--- config.mk ---
export PLATFORM = sky130hd
export DESIGN_NAME = dsw_status_word
export DESIGN_NICKNAME = d
export VERILOG_FILES = /design/src/design/dsw_pkg.sv /design/src/design/dsw_word_pack.sv /design/src/design/dsw_change_detect.sv /design/src/design/dsw_status_word.sv
export VERILOG_INCLUDE_DIRS = /design/src /design/src/design
export SDC_FILE = /design/constraint.sdc
export NUM_CORES = 1
export LEC_CHECK = 0
export BUFFER_PORTS_ARGS = -buffer_cell sky130_fd_sc_hd__buf_2
export CORE_ASPECT_RATIO = 1.1
export CORE_MARGIN = 2
export CORE_UTILIZATION = 55
export DETAILED_ROUTE_END_ITERATION = 10
export PLACE_DENSITY = 0.85
export REMOVE_ABC_BUFFERS = 1
export SYNTH_ARGS = -nofsm -noshare
export SYNTH_HDL_FRONTEND = slang
export SYNTH_HIERARCHICAL = 1
export SYNTH_SLANG_ARGS = --single-unit
--- constraint.sdc ---
create_clock -name i_core_clk -period 2.2 [get_ports i_core_clk]
set_input_delay 0.55 -clock i_core_clk [delete_from_list [all_inputs] [get_ports i_core_clk]]
set_output_delay 0.55 -clock i_core_clk [all_outputs]
set_load 0.005 [all_outputs]
--- src/design/dsw_cfg.svh ---
/*
 * Bit positions, widths and reset values of the drive status word.
 * Assumes inclusion by bare name from the dsw package and modules.
 */
`ifndef DSW_CFG_SVH
`define DSW_CFG_SVH

// ============================================================
// word geometry
`define DSW_WORD_W 32
`define DSW_FB_W 16
`define DSW_USER_W 4

// ============================================================
// bit positions
`define DSW_BIT_READY 0
`define DSW_BIT_RUN_ENABLE 1
`define DSW_BIT_MODULATING 3
`define DSW_BIT_SPEED_NULL 4
`define DSW_BIT_RAMP_UP 5
`define DSW_BIT_RAMP_DOWN 6
`define DSW_BIT_ON_TARGET 7
`define DSW_BIT_CONSTRAINED 8
`define DSW_BIT_THRESHOLD 9
`define DSW_BIT_REF_BACKWARD 10
`define DSW_BIT_ACT_BACKWARD 11
`define DSW_BIT_KEYPAD_OWNS 12
`define DSW_BIT_BUS_OWNS 13
`define DSW_BIT_SECOND_LOC 14
`define DSW_BIT_TRIP 15
`define DSW_BIT_WARN 16
`define DSW_BIT_USER_LO 22
`define DSW_BIT_CTL_REQUEST 26

// ============================================================
// reset values
`define DSW_WORD_RESET 32'h0000_0000
`define DSW_FB_RESET 16'h0000
`define DSW_USER_RESET 4'h0

`endif

--- src/design/dsw_pkg.sv ---
/*
 * Types and helpers shared by the drive status word block.
 * Assumes dsw_cfg.svh is on the include path.
 */
`include "dsw_cfg.svh"

package dsw_pkg;

  // ============================================================
  // types
  typedef logic [`DSW_WORD_W-1:0] dsw_word_t;
  typedef logic [`DSW_FB_W-1:0] dsw_fb_word_t;
  typedef logic [`DSW_USER_W-1:0] dsw_user_t;

  // ============================================================
  // helpers
  // lower half of the drive word, bit for bit
  function automatic dsw_fb_word_t dsw_fb_half(input dsw_word_t word);
    dsw_fb_half = word[`DSW_FB_W-1:0];
  endfunction : dsw_fb_half

endpackage : dsw_pkg

--- src/design/dsw_word_pack.sv ---
/*
 * Packs the sampled drive conditions into the 32-bit status word.
 * Assumes all inputs come from registers of the same clock domain.
 */
`timescale 1ns/1ps
`default_nettype none
`include "dsw_cfg.svh"

module dsw_word_pack
  import dsw_pkg::*;
(
  input wire logic i_ready,
  input wire logic i_run_enable,
  input wire logic i_modulating,
  input wire logic i_speed_null,
  input wire logic i_ramp_up,
  input wire logic i_ramp_down,
  input wire logic i_on_target,
  input wire logic i_constrained,
  input wire logic i_threshold_exceeded,
  input wire logic i_ref_backward,
  input wire logic i_act_backward,
  input wire logic i_keypad_owns,
  input wire logic i_bus_owns,
  input wire logic i_second_location,
  input wire logic i_trip,
  input wire logic i_warn,
  input wire dsw_pkg::dsw_user_t i_user_bits,
  input wire logic i_ctl_request,
  output dsw_pkg::dsw_word_t o_word
);
  import dsw_pkg::*;

  // ============================================================
  // packing
  always_comb begin
    // reserved positions 2, 17..21, 27..31 stay zero
    o_word = `DSW_WORD_RESET;
    o_word[`DSW_BIT_READY] = i_ready;
    o_word[`DSW_BIT_RUN_ENABLE] = i_run_enable;
    o_word[`DSW_BIT_MODULATING] = i_modulating;
    o_word[`DSW_BIT_SPEED_NULL] = i_speed_null;
    o_word[`DSW_BIT_RAMP_UP] = i_ramp_up;
    o_word[`DSW_BIT_RAMP_DOWN] = i_ramp_down;
    o_word[`DSW_BIT_ON_TARGET] = i_on_target;
    o_word[`DSW_BIT_CONSTRAINED] = i_constrained;
    o_word[`DSW_BIT_THRESHOLD] = i_threshold_exceeded;
    o_word[`DSW_BIT_REF_BACKWARD] = i_ref_backward;
    o_word[`DSW_BIT_ACT_BACKWARD] = i_act_backward;
    o_word[`DSW_BIT_KEYPAD_OWNS] = i_keypad_owns;
    o_word[`DSW_BIT_BUS_OWNS] = i_bus_owns;
    o_word[`DSW_BIT_SECOND_LOC] = i_second_location;
    o_word[`DSW_BIT_TRIP] = i_trip;
    o_word[`DSW_BIT_WARN] = i_warn;
    o_word[`DSW_BIT_USER_LO +: `DSW_USER_W] = i_user_bits;
    o_word[`DSW_BIT_CTL_REQUEST] = i_ctl_request;
  end

endmodule : dsw_word_pack

`default_nettype wire

--- src/design/dsw_change_detect.sv ---
/*
 * Registers the fieldbus half and reports which bits changed.
 * Assumes a synchronous active-low reset on the shared clock.
 */
`timescale 1ns/1ps
`default_nettype none
`include "dsw_cfg.svh"

module dsw_change_detect
  import dsw_pkg::*;
(
  input wire logic i_core_clk,
  input wire logic i_reset_n,
  input wire dsw_pkg::dsw_fb_word_t i_fb_word,
  output dsw_pkg::dsw_fb_word_t o_fb_word,
  output dsw_pkg::dsw_fb_word_t o_changed_bits,
  output logic o_changed
);
  import dsw_pkg::*;

  dsw_fb_word_t diff_nxt;

  assign diff_nxt = i_fb_word ^ o_fb_word;

  // ============================================================
  // fieldbus copy and change report
  always_ff @(posedge i_core_clk) begin
    if (!i_reset_n) begin
      o_fb_word <= `DSW_FB_RESET;
      o_changed_bits <= `DSW_FB_RESET;
      o_changed <= 1'b0;
    end else begin
      o_fb_word <= i_fb_word;
      o_changed_bits <= diff_nxt;
      o_changed <= |diff_nxt;
    end
  end

endmodule : dsw_change_detect

`default_nettype wire

--- src/design/dsw_status_word.sv ---
/*
 * Drive status word as published to a fieldbus master.
 * Samples drive conditions each clock, builds the 32-bit internal word
 * and the 16-bit fieldbus word, and pulses when the fieldbus word moves.
 * Assumes all condition inputs are synchronous to i_core_clk.
 */
`timescale 1ns/1ps
`default_nettype none
`include "dsw_cfg.svh"

module dsw_status_word
  import dsw_pkg::*;
(
  input wire logic i_core_clk,
  input wire logic i_reset_n,
  input wire logic i_ready,
  input wire logic i_run_enable,
  input wire logic i_modulating,
  input wire logic i_speed_null,
  input wire logic i_ramp_up,
  input wire logic i_ramp_down,
  input wire logic i_on_target,
  input wire logic i_constrained,
  input wire logic i_threshold_exceeded,
  input wire logic i_ref_backward,
  input wire logic i_act_backward,
  input wire logic i_keypad_owns,
  input wire logic i_bus_owns,
  input wire logic i_second_location,
  input wire logic i_trip,
  input wire logic i_warn,
  input wire dsw_pkg::dsw_user_t i_user_bits,
  input wire logic i_ctl_request,
  output dsw_pkg::dsw_word_t o_drive_status_word,
  output dsw_pkg::dsw_fb_word_t o_fieldbus_status_word,
  output dsw_pkg::dsw_fb_word_t o_fieldbus_changed_bits,
  output logic o_fieldbus_changed
);
  import dsw_pkg::*;

  // ============================================================
  // sampled drive conditions
  logic ready_r;
  logic run_enable_r;
  logic modulating_flag_r;
  logic speed_null_flag_r;
  logic ramp_up_flag_r;
  logic ramp_down_flag_r;
  logic on_target_flag_r;
  logic constrained_flag_r;
  logic threshold_exceeded_flag_r;
  logic ref_backward_flag_r;
  logic act_backward_flag_r;
  logic keypad_owns_flag_r;
  logic bus_owns_flag_r;
  logic second_location_flag_r;
  logic trip_flag_r;
  logic warn_flag_r;
  dsw_user_t user_bits_r;
  logic ctl_request_flag_r;

  dsw_word_t word_nxt;
  dsw_word_t drive_profile_status_word_r;
  dsw_fb_word_t fb_word_nxt;

  // ============================================================
  // readiness and run enable
  always_ff @(posedge i_core_clk) begin
    if (!i_reset_n) begin
      ready_r <= 1'b0;
      run_enable_r <= 1'b0;
    end else begin
      ready_r <= i_ready;
      run_enable_r <= i_run_enable;
    end
  end

  // ============================================================
  // motion state
  always_ff @(posedge i_core_clk) begin
    if (!i_reset_n) begin
      modulating_flag_r <= 1'b0;
      speed_null_flag_r <= 1'b0;
      ramp_up_flag_r <= 1'b0;
      ramp_down_flag_r <= 1'b0;
      on_target_flag_r <= 1'b0;
      constrained_flag_r <= 1'b0;
      threshold_exceeded_flag_r <= 1'b0;
    end else begin
      modulating_flag_r <= i_modulating;
      speed_null_flag_r <= i_speed_null;
      ramp_up_flag_r <= i_ramp_up;
      ramp_down_flag_r <= i_ramp_down;
      on_target_flag_r <= i_on_target;
      constrained_flag_r <= i_constrained;
      threshold_exceeded_flag_r <= i_threshold_exceeded;
    end
  end

  // ============================================================
  // direction
  always_ff @(posedge i_core_clk) begin
    if (!i_reset_n) begin
      ref_backward_flag_r <= 1'b0;
      act_backward_flag_r <= 1'b0;
    end else begin
      ref_backward_flag_r <= i_ref_backward;
      act_backward_flag_r <= i_act_backward;
    end
  end

  // ============================================================
  // control location and ownership
  always_ff @(posedge i_core_clk) begin
    if (!i_reset_n) begin
      keypad_owns_flag_r <= 1'b0;
      bus_owns_flag_r <= 1'b0;
      second_location_flag_r <= 1'b0;
      ctl_request_flag_r <= 1'b0;
    end else begin
      keypad_owns_flag_r <= i_keypad_owns;
      bus_owns_flag_r <= i_bus_owns;
      second_location_flag_r <= i_second_location;
      ctl_request_flag_r <= i_ctl_request;
    end
  end

  // ============================================================
  // health
  always_ff @(posedge i_core_clk) begin
    if (!i_reset_n) begin
      trip_flag_r <= 1'b0;
      warn_flag_r <= 1'b0;
    end else begin
      trip_flag_r <= i_trip;
      warn_flag_r <= i_warn;
    end
  end

  // ============================================================
  // application user bits
  always_ff @(posedge i_core_clk) begin
    if (!i_reset_n) begin
      user_bits_r <= `DSW_USER_RESET;
    end else begin
      user_bits_r <= i_user_bits;
    end
  end

  // ============================================================
  // word assembly
  dsw_word_pack u_pack (
    .i_ready(ready_r),
    .i_run_enable(run_enable_r),
    .i_modulating(modulating_flag_r),
    .i_speed_null(speed_null_flag_r),
    .i_ramp_up(ramp_up_flag_r),
    .i_ramp_down(ramp_down_flag_r),
    .i_on_target(on_target_flag_r),
    .i_constrained(constrained_flag_r),
    .i_threshold_exceeded(threshold_exceeded_flag_r),
    .i_ref_backward(ref_backward_flag_r),
    .i_act_backward(act_backward_flag_r),
    .i_keypad_owns(keypad_owns_flag_r),
    .i_bus_owns(bus_owns_flag_r),
    .i_second_location(second_location_flag_r),
    .i_trip(trip_flag_r),
    .i_warn(warn_flag_r),
    .i_user_bits(user_bits_r),
    .i_ctl_request(ctl_request_flag_r),
    .o_word(word_nxt)
  );

  // ============================================================
  // internal 32-bit word
  always_ff @(posedge i_core_clk) begin
    if (!i_reset_n) begin
      drive_profile_status_word_r <= `DSW_WORD_RESET;
    end else begin
      drive_profile_status_word_r <= word_nxt;
    end
  end

  assign o_drive_status_word = drive_profile_status_word_r;

  // ============================================================
  // fieldbus half
  // only bits 15..0 are taken; warn, user and request bits stay internal
  assign fb_word_nxt = dsw_fb_half(word_nxt);

  dsw_change_detect u_change (
    .i_core_clk(i_core_clk),
    .i_reset_n(i_reset_n),
    .i_fb_word(fb_word_nxt),
    .o_fb_word(o_fieldbus_status_word),
    .o_changed_bits(o_fieldbus_changed_bits),
    .o_changed(o_fieldbus_changed)
  );

endmodule : dsw_status_word

`default_nettype wire

# Word-level counts from Yosys, hierarchy flattened
# Cells that the tools add are included.
# Widths: inputs -> output; s select.
# classes
bitwise_logic	1
reduce_logical	1
# ops
cell	n
$reduce_or 16->1	1
$xor 16x16->16	1
# word_totals
ff_bits	86
input_bits	23
out_inout_bits	65
elab_cells	26

# Longest topological paths before layout
# logic_depth
word_depth	2
depth_mapped	4
depth_no_buf	3

# Modules after synthesis
# The synthesis kept the hierarchy.
# modules_own_cells
mod	instances	cells_each	area_per_inst_um2	seq_area_each_um2
dsw_status_word	1	111	1483.9	1061.0
dsw_change_detect	1	90	1069.8	660.6
dsw_word_pack	1	33	244.0	0.0

# Worst setup path before layout
# No wires, ideal clock.
# synth_path
path_kind	register to register
startpoint	reg act_backward_flag_r
endpoint	reg u_change.o_changed
setup_time_ps	140
t_arrival_ps	917
t_required_ps	2060
path_slack_ps	1143
stages_incl_launch_ff	5
path_buffers	1
period_less_slack_ps	1057
cell_sequence	dfxtp_1 > buf_4 > xor2_1 > nor4_2 > a41oi_1
# synth_between
elab_chain_len	2
# synth_rtl
item	line_no	text
from (decl)	dsw_status_word.sv:53	logic act_backward_flag_r;
from (signal assigned)	dsw_status_word.sv:108	act_backward_flag_r <= i_act_backward;
$xor 16x16->16	dsw_change_detect.sv:23	assign diff_nxt = i_fb_word ^ o_fb_word;
$reduce_or 16->1	dsw_change_detect.sv:35	o_changed <= |diff_nxt;
to (signal assigned)	dsw_change_detect.sv:35	
to (decl)	dsw_change_detect.sv:17	output logic o_changed
# Every way passes these cells.
# A chain may end at the register's enable or synchronous reset.

# Worst setup path after layout
# layout_path
startpoint	reg u_change.o_fb_word[3]
endpoint	out o_fieldbus_status_word[3]
# layout_rtl
item	line_no	text
from (decl)	dsw_change_detect.sv:15	output dsw_pkg::dsw_fb_word_t o_fb_word,
from (signal assigned)	dsw_change_detect.sv:29	o_fb_word <= `DSW_FB_RESET;
from (signal assigned)	dsw_change_detect.sv:33	o_fb_word <= i_fb_word;
to (decl)	dsw_status_word.sv:35	output dsw_pkg::dsw_fb_word_t o_fieldbus_status_word,
# No word-level cell between the ends.

==> flow_metrics.py <==
metrics = {
    "outcome": {
        "outcome": "complete, no violations",
    },
    "setup_path": {
        "path_cells": "buf_2",
        "worstSetupEndpointType": "output port",
        "cp-start-kind": "register",
        "critical_path.top_delay_family": "flip-flops",
        "worstPathArrival_ns": 0.82,
        "crit_type": "reg2out",
        "crit_buf_inv": 1,
        "crit_slowest_cell": "dfxtp_1",
        "cp_max_fo": 2,
        "cpPeakStageDelay_ns": 0.36,
        "critPathRequiredTime_ns": 1.65,
    },
    "pwr": {
        "ir_drop_mv": 0.711,
        "p_leak_uw": 0.00169,
        "powerDensity_mw_per_mm2": 926,
    },
    "place": {
        "dpl_cell_area_mm2": 0.00309,
        "hpwl_mm": 2.68,
        "io_buffers": 87,
        "place.gp.congestion": 0.717,
    },
    "sta": {
        "hold_viol_final": 0,
        "fin_crit_ns": 1.37,
        "fin_skew_ns": 0.00700,
        "slew_viol_final": 0,
        "setup_viol": 0,
        "maxClockFrequency_mhz": 731,
        "tns_ns": 0,
        "min_period_over_period": 0.622,
        "rsz0062_at_grt": "no",
    },
    "clock_network": {
        "cts_made_buffers": 9,
        "htree_levels": 3,
        "cts-root-buf": "clkbuf_8",
        "hold_buffers": 0,
        "clock_path_buffers": 2,
        "cts_tree": "yes",
        "cts.reportedPaths.clkPinSlew_ns": 0.08,
        "clk_latency_ns": 0.33,
        "postCtsResizedCells": 0,
        "clkSinkCount": 86,
        "cts_setup_buffers": 0,
    },
    "final_layout": {
        "antenna_cells": 0,
        "design_area_mm2": 0.00332,
        "drive_gt1_frac": 0.523,
        "syn_to_final_growth_pct": 18.6,
        "finalNetCount": 326,
    },
    "logic_synthesis": {
        "seq_area_frac_synth": 0.615,
        "synth_seq_cells": 86,
        "synthSimpleGateAreaFrac": 0.230,
        "synth.top_cell.area_share": 0.615,
        "synthMuxAreaShare": 0,
        "ys_types": 12,
        "synthAdderAreaFrac": 0,
        "yosys.area.top_type": "dfxtp_1",
        "synth_warnings": 6,
        "synthXorXnorAreaFrac": 0.0501,
        "synthCells": 234,
        "synth_common_cells": "dfxtp_1, and2_2, buf_4, and2_1, xor2_1",
        "synth_area_mm2": 0.00280,
        "yosys_most_used_dff": "dfxtp_1",
        "synth_top_family_by_area": "simple AND/OR/NAND/NOR gates",
        "synth_edf_count": 0,
        "yosysMostFrequentCell": "dfxtp_1",
        "ys_async_sr_fraction": 0,
        "synth_compound_area_frac": 0.00313,
        "synth_area_per_cell_um2": 12.0,
        "yosys-top-cells-area": "dfxtp_1, and2_2, buf_4",
    },
    "die": {
        "initial_core_util": 0.563,
        "die-area_mm2": 0.00567,
        "die_y_um": 78.8,
        "fp.dieW_um": 72,
        "ios": 88,
        "coreArea_mm2": 0.00497,
        "rows": 27,
    },
    "detailed_routing": {
        "remaining_drc_errors": 0,
        "drtIter0Drc": 62,
        "ant_nets": 0,
        "routed_via_density": 4.19,
        "post_drt_wl_per_cell_um": 10.5,
        "drtPass1Iterations": 3,
        "num_vias": 1534,
        "wl_mm": 3.84,
    },
    "run": {
        "drv_cap": 0,
    },
    "global_routing": {
        "globalRouteOverflowTotal": 0,
        "antenna_found_initial": 0,
        "grt_first_pass_wirelength_mm": 6.07,
        "grt_max_degree": 87,
        "first_global_vias": 1386,
        "grt_usage": 0.143,
    },
    "min_path": {
        "hold_class": "in2reg",
    },
}
-- state kept, by name (all words and copies together) (netlist names), 4 cells and up --
register,flops
user_bits_r,4
u_change/o_fb_word,16
o_drive_status_word,32
u_change/o_changed_bits,16
-- final timing paths --
| path | cells past startpoint | from | to | slack [ns] |
|---|---|---|---|---|
| worst min-delay path | 2 | i_user_bits[2] | user_bits_r[2] | 0.43 |
| worst max register to register | 3 | u_change/o_fb_word[6] | u_change/o_changed | 1.07 |
| worst max-delay path | 1 | u_change/o_fb_word[3] | o_fieldbus_status_word[3] | 0.83 |
| worst min register to register | 1 | ctl_request_flag_r | o_drive_status_word[26] | 0.45 |
-- layout make-up --
| type | instances | area, um^2 |
|---|---|---|
| Sequential cell | 86 | 1720 |
| Fill cell | 391 | 1650 |
| Multi-Input combinational cell | 117 | 833 |
| Timing Repair Buffer | 88 | 455 |
| Clock buffer | 11 | 151 |
| Clock inverter | 5 | 81.3 |
| Tap cell | 58 | 72.6 |
| Inverter | 1 | 3.75 |
-- cells by family (layout without fill, tap and decap cells) --
kind of cell	count (synthesis)	in the layout
and+or+nand+nor	89	89
DFF	86	86
buffers and inverters	41	105
xor gates and xnor gates	16	16
other	1	11
AOI/OAI and AO/OA	1	1
-- through the flow --
stage          worst slack, ns  hold slack, ns  cells  power (uW)  utilization
2_1_floorplan             1.21           0.426    204        1790            -
5_1_grt                  0.782           0.410    366        3200        0.668
3_3_place_gp              1.00           0.428    350        1890        0.622
6_report                 0.833           0.425    366        3070        0.668
4_1_cts                  0.806           0.409    366        3110        0.668
3_5_place_dp             0.985           0.434    350        1900        0.622
-- per-layer routing --
metal	vias to the layer above	share of wire	wire length (um)	global-route usage
met5	-	0	0	0
met4	0	0.025	95	0.0962
met3	9	0.065	250	0.0431
met2	51	0.49	1900	0.233
met1	669	0.42	1590	0.160
li1	805	-	-	-
-- power breakdown --
group / switching (uW) / internal (uW)
Combinational: 83.2 / 115
Sequential: 28.6 / 1630
Clock: 510 / 701
Total: 622 / 2450
-- cells in the final DEF, fill, tap and decap left out, drive strengths merged, types with 2 or more instances in the layout --
master and count:
dfxtp 86, bufinv 2, clkinv 2, buf 88
xor2 16, clkbuf 11, conb 11, and2 85
nor4 4
Note: power is estimated with default switching activity, not from simulation.
